File: src/cassette_pkg.sv
// Package for the memory cassette transfer control block.
// Assumes a single APB clock domain; shared by the top and the engine.
package cassette_pkg;

    // ------------------------------------------------------------------
    // Register indices and byte addresses
    // ------------------------------------------------------------------
    localparam logic [11:0] PROG_CTRL_IDX  = 12'h10e;
    localparam logic [11:0] SIZE_RPT_IDX   = 12'h10f;
    localparam logic [11:0] MEM_ERR_IDX    = 12'h110;
    localparam logic [11:0] IO_CTRL_IDX    = 12'h111;
    localparam logic [11:0] CONTENT_IDX    = 12'h10d;
    localparam logic [11:0] MODE_IDX       = 12'h112;
    localparam logic [13:0] PROG_CTRL_ADDR = {PROG_CTRL_IDX, 2'b00};
    localparam logic [13:0] SIZE_RPT_ADDR  = {SIZE_RPT_IDX, 2'b00};
    localparam logic [13:0] MEM_ERR_ADDR   = {MEM_ERR_IDX, 2'b00};
    localparam logic [13:0] IO_CTRL_ADDR   = {IO_CTRL_IDX, 2'b00};
    localparam logic [13:0] CONTENT_ADDR   = {CONTENT_IDX, 2'b00};
    localparam logic [13:0] MODE_ADDR      = {MODE_IDX, 2'b00};

    // ------------------------------------------------------------------
    // Field positions
    // ------------------------------------------------------------------
    localparam int SAVE_BIT    = 0;
    localparam int LOAD_BIT    = 1;
    localparam int CMP_BIT     = 2;
    localparam int CMP_RES_BIT = 3;
    localparam int ERR_LINK    = 11;
    localparam int ERR_MODE_P  = 12;
    localparam int ERR_RO_P    = 13;
    localparam int ERR_CAP_P   = 14;
    localparam int ERR_CSUM_P  = 15;
    localparam int ERR_MODE_IO = 12;
    localparam int ERR_RO_IO   = 13;
    localparam int ERR_CAP_IO  = 14;
    localparam int BANK_LSB    = 8;
    localparam int MEMERR_LSB  = 11;

    // ------------------------------------------------------------------
    // Encodings
    // ------------------------------------------------------------------
    localparam logic [1:0] MODE_PROGRAM = 2'h0;
    localparam logic [1:0] MODE_RUN     = 2'h1;
    localparam logic [1:0] MODE_MONITOR = 2'h2;
    localparam logic [7:0] CONTENT_NONE = 8'h00;
    localparam logic [7:0] CONTENT_PROG = 8'h01;
    localparam logic [7:0] CONTENT_IO   = 8'h02;
    localparam logic [7:0] CONTENT_HIST = 8'h03;
    localparam logic [7:0] SIZE_NONE    = 8'h00;
    localparam logic [15:0] ZERO16      = 16'h0000;

    // Operation kinds sent to the engine
    typedef enum logic [2:0] {
        OP_PROG_SAVE = 3'h0,
        OP_PROG_LOAD = 3'h1,
        OP_PROG_CMP  = 3'h2,
        OP_IO_SAVE   = 3'h3,
        OP_IO_LOAD   = 3'h4
    } op_t;

    typedef enum logic [3:0] {
        ST_IDLE = 4'b0001,
        ST_RUN  = 4'b0010,
        ST_WAIT = 4'b0100,
        ST_DONE = 4'b1000
    } eng_state_t;

endpackage

File: src/cassette_engine.sv
// Transfer engine: runs one cassette operation through the media port.
// Assumes the media side answers media_done within finite time.
`timescale 1ns/1ps
module cassette_engine
    import cassette_pkg::*;
(
    // Clock and reset
    input  wire logic             pclk,
    input  wire logic             presetn,
    // Start request from register logic
    input  wire logic             start,
    input  wire cassette_pkg::op_t op,
    // Media port
    output logic                  media_req,
    output logic [2:0]            media_op,
    input  wire logic             media_done,
    input  wire logic             media_mismatch,
    // Completion
    output logic                  done,
    output logic                  mismatch,
    output logic                  busy
);
    import cassette_pkg::*;

    typedef struct packed {
        eng_state_t st;
        logic       req;
        logic [2:0] op;
        logic       done;
        logic       mis;
    } eng_t;

    eng_t s_r;
    eng_t s_nxt;

    // ------------------------------------------------------------------
    // Sequencing
    // ------------------------------------------------------------------
    // One operation at a time; start is ignored while busy
    always_comb begin
        s_nxt      = s_r;
        s_nxt.done = 1'b0;
        case (s_r.st)
            ST_IDLE: begin
                if (start) begin
                    s_nxt.op  = op;
                    s_nxt.req = 1'b1;
                    s_nxt.mis = 1'b0;
                    s_nxt.st  = ST_WAIT;
                end
            end
            ST_WAIT: begin
                if (media_done) begin
                    s_nxt.req = 1'b0;
                    s_nxt.mis = media_mismatch;
                    s_nxt.st  = ST_DONE;
                end
            end
            ST_DONE: begin
                s_nxt.done = 1'b1;
                s_nxt.st   = ST_IDLE;
            end
            default: begin
                s_nxt.st = ST_IDLE;
            end
        endcase
    end

    always_ff @(posedge pclk or negedge presetn) begin
        if (!presetn) begin
            s_r <= '{st: ST_IDLE, req: 1'b0, op: 3'h0, done: 1'b0, mis: 1'b0};
        end else begin
            s_r <= s_nxt;
        end
    end

    assign media_req = s_r.req;
    assign media_op  = s_r.op;
    assign done      = s_r.done;
    assign mismatch  = s_r.mis;
    assign busy      = (s_r.st != ST_IDLE);

endmodule

File: src/cassette_ctrl.sv
// Memory cassette transfer control: APB registers and command checking.
// Assumes mode, cassette state and error inputs are synchronous to pclk.
//
// Behaviour
// - Save bit copies program, self-clears
// - Load bit copies cassette in, self-clears
// - Program command outside PROGRAM raises error
// - Compare bit compares program with cassette
// - Compare result bit: 0 match, 1 differ
// - Program transfer error flags bits 11-15
// - Errors except checksum block program save
// - Cassette ladder size in low byte
// - Processor ladder size in high byte
// - Memory error flags bits 11-15
// - Cassette checksum detail not in memory errors
// - I/O save/load in PROGRAM, self-clears
// - I/O command outside PROGRAM signals error
// - Bank number of stored I/O data
// - I/O error flags, bit 15 zero
// - Errors except read-only block I/O save
// - Cassette content type byte reported
`timescale 1ns/1ps
module cassette_ctrl
    import cassette_pkg::*;
(
    // APB slave
    input  wire logic        pclk,
    input  wire logic        presetn,
    input  wire logic        psel,
    input  wire logic        penable,
    input  wire logic        pwrite,
    input  wire logic [15:0] paddr,
    input  wire logic [31:0] pwdata,
    output logic             pready,
    output logic [31:0]      prdata,
    output logic             pslverr,
    // Controller and cassette state
    input  wire logic        link_active,
    input  wire logic        cassette_read_only,
    input  wire logic        prog_cap_short,
    input  wire logic        io_cap_short,
    input  wire logic        board_csum_err,
    input  wire logic [7:0]  cassette_prog_size,
    input  wire logic [7:0]  cpu_prog_size,
    input  wire logic [7:0]  cassette_content,
    input  wire logic [3:0]  cassette_bank,
    input  wire logic [4:0]  mem_err_in,
    // Media port
    output logic             media_req,
    output logic [2:0]       media_op,
    input  wire logic        media_done,
    input  wire logic        media_mismatch,
    // Non-fatal error indication
    output logic             nonfatal_err
);
    import cassette_pkg::*;

    typedef struct packed {
        logic [1:0]  mode;
        logic [15:0] prog;
        logic [15:0] io;
        logic [15:0] size;
        logic [15:0] memerr;
        logic [7:0]  content;
        logic        ready;
        logic [31:0] rdata;
        logic        slverr;
        logic        nferr;
        logic        start;
        op_t         op;
        logic        active;
        logic        is_io;
        logic [2:0]  pend;
    } st_t;

    st_t s_r;
    st_t s_nxt;

    logic eng_done;
    logic eng_mis;
    logic eng_busy;

    // ------------------------------------------------------------------
    // Transfer engine
    // ------------------------------------------------------------------
    cassette_engine u_engine (
        .pclk           (pclk),
        .presetn        (presetn),
        .start          (s_r.start),
        .op             (s_r.op),
        .media_req      (media_req),
        .media_op       (media_op),
        .media_done     (media_done),
        .media_mismatch (media_mismatch),
        .done           (eng_done),
        .mismatch       (eng_mis),
        .busy           (eng_busy)
    );

    // ------------------------------------------------------------------
    // Register and command logic
    // ------------------------------------------------------------------
    logic [13:0] addr_w;
    logic        wr_acc;
    logic        rd_acc;
    logic        in_prog;
    logic        perr_block;
    logic        ierr_block;
    logic [15:0] wd;

    always_comb begin
        s_nxt        = s_r;
        s_nxt.start  = 1'b0;
        s_nxt.ready  = 1'b0;
        s_nxt.slverr = 1'b0;
        s_nxt.nferr  = 1'b0;
        addr_w  = paddr[13:0];
        wd      = pwdata[15:0];
        // Write lands at the access edge, while pready stands; high address bits are refused
        wr_acc  = psel && penable && pwrite && s_r.ready && (paddr[15:14] == 2'b00);
        rd_acc  = psel && !penable && !pwrite && (paddr[15:14] == 2'b00);
        in_prog = (s_r.mode == MODE_PROGRAM);

        // Live status reports
        s_nxt.size    = {cpu_prog_size, cassette_prog_size};
        // Cassette-internal checksum detail never lands here
        s_nxt.memerr  = {mem_err_in, 11'h000};
        s_nxt.content = cassette_content;
        s_nxt.io[BANK_LSB +: 4] = cassette_bank;
        s_nxt.io[15] = 1'b0;

        // Program area commands set by software; bits held while running
        if (wr_acc && addr_w == PROG_CTRL_ADDR && !s_r.active) begin
            s_nxt.prog[CMP_BIT:SAVE_BIT] = wd[CMP_BIT:SAVE_BIT];
            s_nxt.pend = wd[CMP_BIT:SAVE_BIT];
        end
        if (wr_acc && addr_w == IO_CTRL_ADDR && !s_r.active) begin
            // Bit 02 is stored as written; software keeps it zero
            s_nxt.io[CMP_BIT:SAVE_BIT] = wd[CMP_BIT:SAVE_BIT];
            s_nxt.pend = {1'b1, wd[LOAD_BIT:SAVE_BIT]};
            s_nxt.is_io = 1'b1;
        end
        if (wr_acc && addr_w == MODE_ADDR) begin
            s_nxt.mode = wd[1:0];
        end
        if (wr_acc && addr_w == PROG_CTRL_ADDR && !s_r.active) begin
            s_nxt.is_io = 1'b0;
        end

        // Launch one pending command, mode sampled now
        perr_block = link_active || cassette_read_only || prog_cap_short || !in_prog;
        ierr_block = io_cap_short || !in_prog;
        if (!s_r.active && !eng_busy && (s_r.prog[CMP_BIT:SAVE_BIT] != 3'h0)
            && !s_r.is_io) begin
            s_nxt.prog[ERR_LINK]   = link_active;
            s_nxt.prog[ERR_MODE_P] = !in_prog;
            s_nxt.prog[ERR_RO_P]   = cassette_read_only;
            s_nxt.prog[ERR_CAP_P]  = prog_cap_short;
            s_nxt.prog[ERR_CSUM_P] = 1'b0;
            if (s_r.prog[CMP_BIT]) begin
                if (eng_busy) begin
                    s_nxt.active = 1'b0;
                end else if (cassette_content != CONTENT_PROG) begin
                    s_nxt.prog[CMP_RES_BIT] = 1'b1;
                    s_nxt.prog[CMP_BIT]     = 1'b0;
                end else begin
                    s_nxt.op     = OP_PROG_CMP;
                    s_nxt.start  = 1'b1;
                    s_nxt.active = 1'b1;
                end
            end else if (!in_prog) begin
                s_nxt.nferr = 1'b1;
                s_nxt.prog[LOAD_BIT:SAVE_BIT] = 2'b00;
            end else if (s_r.prog[SAVE_BIT] && perr_block) begin
                s_nxt.prog[SAVE_BIT] = 1'b0;
            end else if (s_r.prog[LOAD_BIT] && prog_cap_short) begin
                s_nxt.prog[LOAD_BIT] = 1'b0;
            end else begin
                s_nxt.op     = s_r.prog[SAVE_BIT] ? OP_PROG_SAVE : OP_PROG_LOAD;
                s_nxt.start  = 1'b1;
                s_nxt.active = 1'b1;
            end
        end else if (!s_r.active && !eng_busy && (s_r.io[LOAD_BIT:SAVE_BIT] != 2'b00)
                     && s_r.is_io) begin
            s_nxt.io[ERR_MODE_IO] = !in_prog;
            s_nxt.io[ERR_RO_IO]   = cassette_read_only;
            s_nxt.io[ERR_CAP_IO]  = io_cap_short;
            if (!in_prog) begin
                s_nxt.nferr = 1'b1;
                s_nxt.io[LOAD_BIT:SAVE_BIT] = 2'b00;
            end else if (ierr_block) begin
                s_nxt.io[LOAD_BIT:SAVE_BIT] = 2'b00;
            end else begin
                s_nxt.op     = s_r.io[SAVE_BIT] ? OP_IO_SAVE : OP_IO_LOAD;
                s_nxt.start  = 1'b1;
                s_nxt.active = 1'b1;
            end
        end

        // Completion: clear the command bit, record outcome
        if (s_r.active && eng_done) begin
            s_nxt.active = 1'b0;
            case (s_r.op)
                OP_PROG_SAVE: begin
                    s_nxt.prog[SAVE_BIT]   = 1'b0;
                    s_nxt.prog[ERR_CSUM_P] = board_csum_err;
                end
                OP_PROG_LOAD: begin
                    s_nxt.prog[LOAD_BIT]   = 1'b0;
                    s_nxt.prog[ERR_CSUM_P] = board_csum_err;
                end
                OP_PROG_CMP: begin
                    s_nxt.prog[CMP_BIT]     = 1'b0;
                    s_nxt.prog[CMP_RES_BIT] = eng_mis;
                end
                OP_IO_SAVE: begin
                    s_nxt.io[SAVE_BIT] = 1'b0;
                end
                OP_IO_LOAD: begin
                    s_nxt.io[LOAD_BIT] = 1'b0;
                end
                default: begin
                    s_nxt.active = 1'b0;
                end
            endcase
        end

        // APB: setup decodes, access completes next cycle
        if (rd_acc) begin
            case (addr_w)
                PROG_CTRL_ADDR: s_nxt.rdata = {16'h0000, s_r.prog};
                SIZE_RPT_ADDR:  s_nxt.rdata = {16'h0000, s_r.size};
                MEM_ERR_ADDR:   s_nxt.rdata = {16'h0000, s_r.memerr};
                IO_CTRL_ADDR:   s_nxt.rdata = {16'h0000, s_r.io};
                CONTENT_ADDR:   s_nxt.rdata = {24'h000000, s_r.content};
                MODE_ADDR:      s_nxt.rdata = {30'h0, s_r.mode};
                default:        s_nxt.rdata = 32'h00000000;
            endcase
        end else if (psel && !penable) begin
            // Writes and refused reads return zero, never stale read data
            s_nxt.rdata = 32'h00000000;
        end
        if (psel && !penable) begin
            s_nxt.ready  = 1'b1;
            s_nxt.slverr = !(addr_w == PROG_CTRL_ADDR || addr_w == SIZE_RPT_ADDR ||
                             addr_w == MEM_ERR_ADDR || addr_w == IO_CTRL_ADDR ||
                             addr_w == CONTENT_ADDR || addr_w == MODE_ADDR) ||
                           (paddr[15:14] != 2'b00);
        end
    end

    // Single register bank for all state
    always_ff @(posedge pclk or negedge presetn) begin
        if (!presetn) begin
            s_r <= '0;
        end else begin
            s_r <= s_nxt;
        end
    end

    // ------------------------------------------------------------------
    // Outputs
    // ------------------------------------------------------------------
    assign pready       = s_r.ready;
    assign prdata       = s_r.rdata;
    assign pslverr      = s_r.slverr;
    assign nonfatal_err = s_r.nferr;

endmodule

File: config.mk
export PLATFORM = sky130hd
export DESIGN_NAME = cassette_ctrl
export DESIGN_NICKNAME = d
export VERILOG_FILES = /design/src/cassette_pkg.sv /design/src/cassette_engine.sv /design/src/cassette_ctrl.sv
export SDC_FILE = /design/constraint.sdc
export NUM_CORES = 1
export LEC_CHECK = 0
export BUFFER_PORTS_ARGS = -buffer_cell sky130_fd_sc_hd__buf_2
export CORE_ASPECT_RATIO = 1.75
export CORE_MARGIN = 2
export CORE_UTILIZATION = 32
export CTS_CLUSTER_DIAMETER = 80
export CTS_CLUSTER_SIZE = 30
export DETAILED_ROUTE_END_ITERATION = 6
export MAX_ROUTING_LAYER = met4
export SLEW_MARGIN = 15
export SYNTH_ARGS = -nofsm -noshare
export SYNTH_HDL_FRONTEND = slang
export SYNTH_HIERARCHICAL = 1
export SYNTH_SLANG_ARGS = --single-unit
File: constraint.sdc
create_clock -name pclk -period 2.55 [get_ports pclk]
set_clock_uncertainty 0.05 [all_clocks]
set_input_delay 0 -clock pclk [delete_from_list [all_inputs] [get_ports pclk]]
set_output_delay 0 -clock pclk [all_outputs]
set_load 0.01 [all_outputs]
==> impl_metrics.env, run 1 <==
export IMPL_cts_setup_buffers=0
export IMPL_worstPathMaxFanout=6
export IMPL_crit_path_max_incr_delay_ns=0.56
export IMPL_syn_to_final_growth_pct=31.0
export IMPL_clk_pin_slew_worst_paths_ns=0.06
export IMPL_crit_required_ns=2.72
export IMPL_ys_top_cells_by_count="83 x dfrtp_1, 35 x buf_4, 30 x nand2_1, 19 x o21ai_0"
export IMPL_grt_max_degree=85
export IMPL_p_sw_frac=0.225
export IMPL_ctsHtreeMaxLevel=3
export IMPL_synth_largest_area_cell="dfrtp_1"
export IMPL_wirelength_um=9240
export IMPL_post_route_period_util=0.907
export IMPL_routedWlPerCell_um=16.2
export IMPL_via_per_inst=4.93
export IMPL_yosysTopAreaCellShare=0.568
export IMPL_drt_pass1_iter_count=4
export IMPL_grt_first_pass_wirelength_um=14700
export IMPL_intPower_mw=2.13
export IMPL_start_util=0.327
export IMPL_tns_ns=0
export IMPL_coreArea_um2=11200
export IMPL_drive_above_1_share=0.303
export IMPL_yosys_top_cells_area="dfrtp_1 57%, buf_4 7.2%, mux2_2 4.3%"
export IMPL_p_leak_nw=2.28
export IMPL_gp_congestion=0.810
export IMPL_syn_area_um2=3660
export IMPL_ys_warn_count=6
export IMPL_powerDensity_nw_per_um2=573
export IMPL_endpoint_kind="flop"
export IMPL_relSlewSlack=0.293
export IMPL_die_w_um=84.8
export IMPL_hold_viol_final=0
export IMPL_cp_num_buf_inv=0
export IMPL_synthFlopType="dfrtp_1"
export IMPL_p_clk_frac=0.421
export IMPL_critPathKind="flop to flop"
export IMPL_die_area_um2=12300
export IMPL_grt_antenna_before_repair=0
export IMPL_grtUsageTotal=0.159
export IMPL_grt_pass1_vias=2884
export IMPL_ys_seq_area_frac=0.575
export IMPL_rsz0062_at_grt="false"
export IMPL_hold_path_class="input port to flop"
export IMPL_fmax_mhz=432
export IMPL_dp_hpwl_um=6680
export IMPL_row_count=51
export IMPL_critical_path_startpoint="u_engine/s_r[6]$_DFFE_PN1P_"
export IMPL_portBuffers=86
export IMPL_finalPower_mw=2.75
export IMPL_crit_arrival_ns=2.49
export IMPL_cap_violations=0
export IMPL_crit_path_start_kind="flop"
export IMPL_root_buffer="clkbuf_16"
export IMPL_reg2reg_from="u_engine/s_r[6]$_DFFE_PN1P_"
export IMPL_syn_inst=311
export IMPL_critPathTopFamily="simple AND/OR/NAND/NOR gates"
export IMPL_synthDistinctLibCells=51
export IMPL_gr_total_overflow=0
export IMPL_path_cells="or3b_2, nor3_1, nor3b_2, nand2_1, o211a_1, a221o_1"
export IMPL_synth_edf_count=0
export IMPL_post_route_drc_count=0
export IMPL_cp_slowest_cell="dfstp_2"
export IMPL_setup_viol=0
export IMPL_syn_mean_instance_area_um2=11.8
export IMPL_placed_area_um2=4070
export IMPL_die_h_um=145
export IMPL_async_reset_ff_frac=1.00
export IMPL_hold_path_startpoint="paddr[15]"
export IMPL_io_pins=132
export IMPL_fin_crit_ns=2.31
export IMPL_cts_buffers=9
export IMPL_ys_ff_latch=84
export IMPL_switching_power_mw=0.618
export IMPL_maxSlewViolCount=0
export IMPL_vias=2815
export IMPL_layout_nets=527
export IMPL_p_seq_frac=0.503
export IMPL_status="finished clean"
export IMPL_final_area_um2=4790
export IMPL_first_iter_violations=185
export IMPL_cts_path_max_buffers=2
export IMPL_synth_most_common_cell="dfrtp_1"
export IMPL_ant_nets=0
export IMPL_insertion_delay_ns=0.34
export IMPL_antenna_cells=0
export IMPL_combPwrFrac=0.076
export IMPL_vdd_drop_max_uv=408
export IMPL_worstMarginPinSlew_ns=1.06
export IMPL_cts_sinks=84
export IMPL_cts_tree="yes"
## metrics by stage
| step | instances | setup slack (ns) | hold slack [ns] | util |
|---|---|---|---|---|
| after global routing | 571 | 0.112 | 0.0564 | 0.429 |
| final | 571 | 0.238 | 0.0148 | 0.429 |
| after global placement | 509 | 0.215 | 0.0592 | 0.364 |
| after CTS | 571 | 0.149 | 0.0182 | 0.429 |
| after floorplan | 326 | 0.109 | -0.346 | - |
| after detailed placement | 509 | 0.152 | 0.0593 | 0.364 |
## worst paths after layout
path	end	cells after the start	slack, ns
max	s_r[6]$_DFFE_PN0P_	6	0.24
min	s_r[102]$_DFF_PN0_	4	0.01
max reg2reg	s_r[6]$_DFFE_PN0P_	6	0.24
min reg2reg	s_r[4]$_DFFE_PN0P_	1	0.42
max in group asynchronous	pslverr$_DFF_PN0_	2	1.42
min in group asynchronous	s_r[63]$_DFF_PN0_	2	0.32
## layout by cell type (no fill, tap or decap), types with 2 or more instances in the layout
cell type	count
buf_2	85
dfrtp_1	83
dlygate4sd3_1	46
nand2_1	30
o21ai_0	19
conb_1	16
nor2_1	14
mux2_2	14
mux2i_1	9
clkbuf_16	9
nor4_1	8
inv_1	8
buf_4	8
nor3_1	7
a22oi_1	6
a222oi_1	6
nand3_1	5
a21oi_1	5
mux2_4	5
a221oi_1	4
clkinv_2	4
nand2b_1	3
clkbuf_1	3
nor4b_1	2
nand4_1	2
nor3b_1	2
or3_1	2
or4b_1	2
nand3b_1	2
or3_4	2
o31a_1	2
a22o_1	2
nor2b_1	2
a221o_1	2
## cells by family after synthesis
kind of cell | share of synthesized area
muxes | 0.0883
buffers and inverters | 0.0886
DFF | 0.575
AOI/OAI and AO/OA | 0.110
other | 0.00103
and+or+nand+nor | 0.137
## layer usage
layer / track usage / up-vias / part of all wire
met4: 0.0635 / 0 / 0.023
met3: 0.0267 / 14 / 0.040
met5: - / - / 0
met1: 0.170 / 1376 / 0.37
li1: - / 1326 / -
met2: 0.285 / 99 / 0.56
## power groups by stage
| stage | Combinational (mW) | Clock (mW) | Sequential [mW] |
|---|---|---|---|
| 2_1_floorplan | 0.0700 | 0 | 1.40 |
| 3_3_place_gp | 0.152 | 0 | 1.40 |
| 3_5_place_dp | 0.156 | 0 | 1.41 |
| 4_1_cts | 0.211 | 1.18 | 1.38 |
| 5_1_grt | 0.230 | 1.24 | 1.38 |
| 6_report | 0.208 | 1.16 | 1.38 |
## flip-flops by register name, summed over array words and instances (netlist names)
register and flops:
s_r 56, prdata 16, u_engine/media_op 3, u_engine/s_r 3
nonfatal_err 1, pready 1, pslverr 1, u_engine/done 1
u_engine/media_req 1, u_engine/mismatch 1
## area by class of cell
cell class,instances,area (um2)
well taps,132,165
inverters,8,30.0
clock inverters,4,20.0
clock buffers,12,236
repair buffers,139,946
flip-flops and latches,84,2100
fillers,1065,6380
multi-input cells,192,1290
## worst reg2reg max path: cells and delay by family (launching register included)
family          cells  cell delay, ns
flops               1            0.56
simple gates        4            1.00
compound gates      2            0.58
## what timing repair did
action                                  CTS  global route
hold buffers                             46             0
endpoints found under the setup margin    0             1
endpoints found under the hold margin   133             0
resized for setup                         0             1
No activity file was read; power rests on OpenSTA's default activity.
==> run 2: changes to the inputs <==
SETUP_SLACK_MARGIN = 0.4   (was not set)
==> run 2 against run 1 <==
Against the previous run: sequential share of layout area decreased by 1.0 points; worst hold slack improved by 0.0047 ns; register-to-register slack improved by 0.21 ns; sequential power about the same; clock power about the same; combinational power increased by 3%; fmax increased by 9.8%; flip-flop and latch count unchanged; routed wire length increased by 0.43%; die area unchanged; critical path type unchanged; critical endpoint is now s_r[5]$_DFFE_PN0P_; largest cell class unchanged; largest power group unchanged.
==> impl_metrics.env, run 2 (synthesis results as in run 1) <==
export IMPL_root_buffer="clkbuf_16"
export IMPL_fmax_mhz=475
export IMPL_die_w_um=84.8
export IMPL_endpoint_kind="flop"
export IMPL_fill_cells=1056
export IMPL_hold_path_class="input port to flop"
export IMPL_tns_ns=0
export IMPL_regArea_um2=2100
export IMPL_cts_buffers=9
export IMPL_cts_tree="yes"
export IMPL_hold_viol_final=0
export IMPL_final_cells=576
export IMPL_first_iter_violations=206
export IMPL_post_route_drc_count=0
export IMPL_cap_violations=0
export IMPL_grtUsageTotal=0.162
export IMPL_layout_common_cells="85 x buf_2, 83 x dfrtp_1, 46 x dlygate4sd3_1"
export IMPL_critPathKind="flop to flop"
export IMPL_path_cells="or3b_4, nor3_4, nor3b_4, nand2_1, o211a_4, a221o_1"
export IMPL_relSlewSlack=0.436
export IMPL_wirelength_um=9280
export IMPL_grt_first_pass_wirelength_um=15000
export IMPL_final_common_cell="buf_2"
export IMPL_cp_slowest_cell="dfstp_2"
export IMPL_crit_path_start_kind="flop"
export IMPL_io_pins=132
export IMPL_p_leak_nw=2.30
export IMPL_worstPathMaxFanout=4
export IMPL_maxSlewViolCount=0
export IMPL_die_h_um=145
export IMPL_row_count=51
export IMPL_worstMarginPinSlew_ns=0.840
export IMPL_drt_pass1_iter_count=5
export IMPL_via_per_inst=4.98
export IMPL_rsz0062_at_grt="true"
export IMPL_syn_to_final_growth_pct=34.1
export IMPL_ant_nets=0
export IMPL_portBuffers=86
export IMPL_vdd_drop_max_uv=342
export IMPL_ctsHtreeMaxLevel=3
export IMPL_drive_above_1_share=0.322
export IMPL_clk_pin_slew_worst_paths_ns=0.06
export IMPL_routedWlPerCell_um=16.1
export IMPL_placed_area_um2=4090
export IMPL_final_area_um2=4900
export IMPL_multi_input_area_um2=1320
export IMPL_layout_nets=532
export IMPL_insertion_delay_ns=0.33
export IMPL_fin_crit_ns=2.11
export IMPL_gr_total_overflow=0
export IMPL_placedCellCount=509
export IMPL_die_area_um2=12300
export IMPL_crit_arrival_ns=2.27
export IMPL_r2r_slack_ns=0.44
export IMPL_status="finished clean"
export IMPL_grt_max_degree=85
export IMPL_finalPower_mw=2.79
export IMPL_gp_congestion=0.795
export IMPL_cts_sinks=84
export IMPL_start_util=0.327
export IMPL_largest_reg_flops=56
export IMPL_setup_viol=0
export IMPL_crit_required_ns=2.72
export IMPL_regMostFlops="s_r"
export IMPL_crit_path_max_incr_delay_ns=0.52
export IMPL_post_route_period_util=0.826
export IMPL_grt_antenna_before_repair=0
export IMPL_fin_util=0.439
export IMPL_cts_path_max_buffers=2
export IMPL_grt_pass1_vias=3045
export IMPL_powerDensity_nw_per_um2=568
export IMPL_vias=2866
export IMPL_dp_hpwl_um=6650
export IMPL_coreArea_um2=11200
export IMPL_antenna_cells=0
## run 2: area by class of cell
type,count,share of cell area
inverter,8,0.00613
sequential,84,0.429
clock inverter,6,0.00970
clock buffer,10,0.0467
timing repair buffer,144,0.205
tap,132,0.0337
multi-input combinational,192,0.270
## run 2: final timing paths
| path | end | from | depth (start not counted) |
|---|---|---|---|
| hold reg to reg | s_r[4]$_DFFE_PN0P_ | u_engine/done$_DFF_PN0_ | 1 |
| setup / recovery | s_r[5]$_DFFE_PN0P_ | u_engine/s_r[6]$_DFFE_PN1P_ | 6 |
| hold / removal | prdata[6]$_DFFE_PN0P_ | pwrite | 4 |
| min in group asynchronous | s_r[79]$_DFF_PN0_ | presetn | 2 |
| setup reg to reg | s_r[5]$_DFFE_PN0P_ | u_engine/s_r[6]$_DFFE_PN1P_ | 6 |
| max in group asynchronous | u_engine/s_r[6]$_DFFE_PN1P_ | presetn | 3 |
## run 2: per-layer routing
layer / routed length, um / up-vias / share of wire / track usage
li1: - / 1337 / - / -
met5: 0 / - / 0 / -
met3: 335 / 16 / 0.036 / 0.0289
met1: 3490 / 1423 / 0.38 / 0.164
met2: 5220 / 90 / 0.56 / 0.297
met4: 238 / 0 / 0.026 / 0.0714
## run 2: where the power goes
group,switching [mW],internal (mW)
clock,0.524,0.666
combinational,0.103,0.111
sequential,0.0147,1.37
## run 2: critical path, delay by kind of cell, from the launching register on
family / cells / cell delay [ns]
simple gates: 4 / 0.87
compound gates: 2 / 0.54
flops: 1 / 0.52
## run 2: per-stage QoR
step / hold WS, ns / setup WS, ns
finish: 0.0195 / 0.445
global route: 0.0490 / 0.374
CTS: 0.0168 / 0.442
detailed placement: 0.0593 / 0.255
global placement: 0.0582 / 0.298
floorplan: -0.346 / 0.365
## run 2: timing repair
item,CTS,global route
resized for setup,1,1
hold endpoints to repair,133,0
hold buffers,46,0
setup endpoints to repair,5,3
pin swaps,1,1
buffers inserted,2,2
==> run 3: changes to the inputs <==
clock period = 1.8 ns   (was 2.55 ns; I/O delays follow)
==> run 3 against run 2 <==
Against the previous run: the run now ends with setup timing left; setup slack worse by 0.73 ns; flip-flop and latch count stayed put; cell count is 6.8% higher; global-route usage is 0.88 points higher; combinational power is 57% higher; critical path depth is 1 higher; non-clock buffer count is 39 higher.
==> impl_metrics.env, run 3 (synthesis results as in run 1) <==
export IMPL_status="finished, violations left"
export IMPL_violations="setup timing"
export IMPL_insertion_delay_ns=0.34
export IMPL_vdd_drop_max_uv=485
export IMPL_p_leak_nw=2.59
export IMPL_post_route_drc_count=0
export IMPL_grt_pass1_vias=3291
export IMPL_fmax_mhz=479
export IMPL_row_count=51
export IMPL_layout_nets=571
export IMPL_crit_required_ns=1.97
export IMPL_cts_path_max_buffers=2
export IMPL_layout_common_cells="82 x buf_2, 82 x dfrtp_1, 46 x dlygate4sd3_1"
export IMPL_crit_path_start_kind="flop"
export IMPL_wl_met1_um=3610
export IMPL_post_route_period_util=1.16
export IMPL_die_h_um=145
export IMPL_p_seq_frac=0.489
export IMPL_fin_crit_ns=2.09
export IMPL_routedWlPerCell_um=16.0
export IMPL_endpoint_kind="flop"
export IMPL_ctsHtreeMaxLevel=3
export IMPL_dp_hpwl_um=7050
export IMPL_worstPathMaxFanout=4
export IMPL_relSlewSlack=0.571
export IMPL_ant_nets=0
export IMPL_coreArea_um2=11200
export IMPL_dp_slack_ns=-0.353
export IMPL_die_w_um=84.8
export IMPL_syn_to_final_growth_pct=49.2
export IMPL_intPower_mw=3.06
export IMPL_route_top_layer_used="met4"
export IMPL_setup_viol=14
export IMPL_hold_path_class="input port to flop"
export IMPL_root_buffer="clkbuf_16"
export IMPL_grt_first_pass_wirelength_um=16100
export IMPL_drt_pass1_iter_count=4
export IMPL_cts_sinks=84
export IMPL_regMostFlops="s_r"
export IMPL_first_iter_violations=159
export IMPL_critPathKind="flop to flop"
export IMPL_vias=3025
export IMPL_rsz0062_at_grt="true"
export IMPL_path_cells="or3b_4, buf_4, nor2_4, o211ai_1, nand2b_1, o211a_1, a221o_1"
export IMPL_met3WireLength_um=354
export IMPL_met2WireLength_um=5680
export IMPL_via_per_inst=4.92
export IMPL_cts_buffers=9
export IMPL_switching_power_mw=0.942
export IMPL_setup_slack_ns=-0.286
export IMPL_cap_violations=0
export IMPL_largest_reg_flops=56
export IMPL_gp_congestion=0.880
export IMPL_p_sw_frac=0.236
export IMPL_hold_viol_final=0
export IMPL_cts_tree="yes"
export IMPL_gr_total_overflow=0
export IMPL_powerDensity_nw_per_um2=733
export IMPL_start_util=0.327
export IMPL_wirelength_um=9870
export IMPL_grt_max_degree=45
export IMPL_combPwrFrac=0.084
export IMPL_grtUsageTotal=0.171
export IMPL_drive_above_1_share=0.460
export IMPL_finalPower_mw=4.00
export IMPL_final_area_um2=5450
export IMPL_cp_slowest_cell="dfstp_2"
export IMPL_grt_antenna_before_repair=0
export IMPL_antenna_cells=0
export IMPL_portBuffers=86
export IMPL_worstMarginPinSlew_ns=0.638
export IMPL_die_area_um2=12300
export IMPL_crit_path_max_incr_delay_ns=0.53
export IMPL_maxSlewViolCount=0
export IMPL_io_pins=132
export IMPL_p_clk_frac=0.427
export IMPL_clk_pin_slew_worst_paths_ns=0.06
export IMPL_crit_arrival_ns=2.26
export IMPL_placed_area_um2=4350
==> run 3: worst max-delay path, delay by kind of cell, from the launching register on <==
kind,cells,cell delay (ns)
compound gates,3,0.57
buf+inv,1,0.15
flops,1,0.53
simple gates,3,0.66
==> run 3: metrics by stage <==
stage	setup TNS (ns)	hold slack, ns	util	cells
final	-2.35	0.0213	0.488	615
after global routing	-3.44	0.0382	0.488	615
after CTS	-1.84	0.0219	0.470	606
after detailed placement	-2.96	-0.0277	0.390	536
after global placement	-2.30	-0.0357	0.390	536
after floorplan	-1.72	-0.346	-	326
==> run 3: final timing paths <==
| check | from | to | slack (ns) | cells past startpoint |
|---|---|---|---|---|
| setup / recovery | u_engine/s_r[6]$_DFFE_PN1P_ | s_r[6]$_DFFE_PN0P_ | -0.29 | 7 |
| max in group asynchronous | presetn | u_engine/s_r[6]$_DFFE_PN1P_ | 0.88 | 3 |
| min in group asynchronous | presetn | prdata[10]$_DFFE_PN0P_ | 0.14 | 2 |
| setup reg to reg | u_engine/s_r[6]$_DFFE_PN1P_ | s_r[6]$_DFFE_PN0P_ | -0.29 | 7 |
| hold reg to reg | u_engine/done$_DFF_PN0_ | s_r[4]$_DFFE_PN0P_ | 0.40 | 1 |
| hold / removal | io_cap_short | s_r[84]$_DFF_PN0_ | 0.02 | 4 |
==> run 3: power groups by stage <==
| stage | Sequential [mW] | Combinational, mW | Clock (mW) |
|---|---|---|---|
| final | 1.96 | 0.335 | 1.71 |
| after global routing | 1.96 | 0.369 | 1.83 |
| after CTS | 1.96 | 0.328 | 1.75 |
| after detailed placement | 1.99 | 0.241 | 0 |
| after global placement | 1.99 | 0.238 | 0 |
| after floorplan | 1.99 | 0.103 | 0 |
==> run 3: cell type report <==
class | instances | area, um2
clock buffers | 10 | 229
clock inverters | 6 | 47.5
fillers | 975 | 5710
inverters | 8 | 30.0
multi-input cells | 192 | 1540
flip-flops and latches | 84 | 2100
well taps | 132 | 165
repair buffers | 183 | 1340
==> run 3: repair_timing <==
action / CTS / global route
gates resized for setup: 27 / 32
pin swaps: 12 / 12
endpoints found under the hold margin: 90 / 0
hold buffers: 46 / 0
buffers inserted: 8 / 9
setup endpoints to repair: 40 / 44
==> run 3: routing by layer <==
metal | up-vias | GRT usage
met5 | - | -
met3 | 14 | 0.0261
met1 | 1512 | 0.180
met4 | 0 | 0.0730
met2 | 89 | 0.310
li1 | 1410 | -
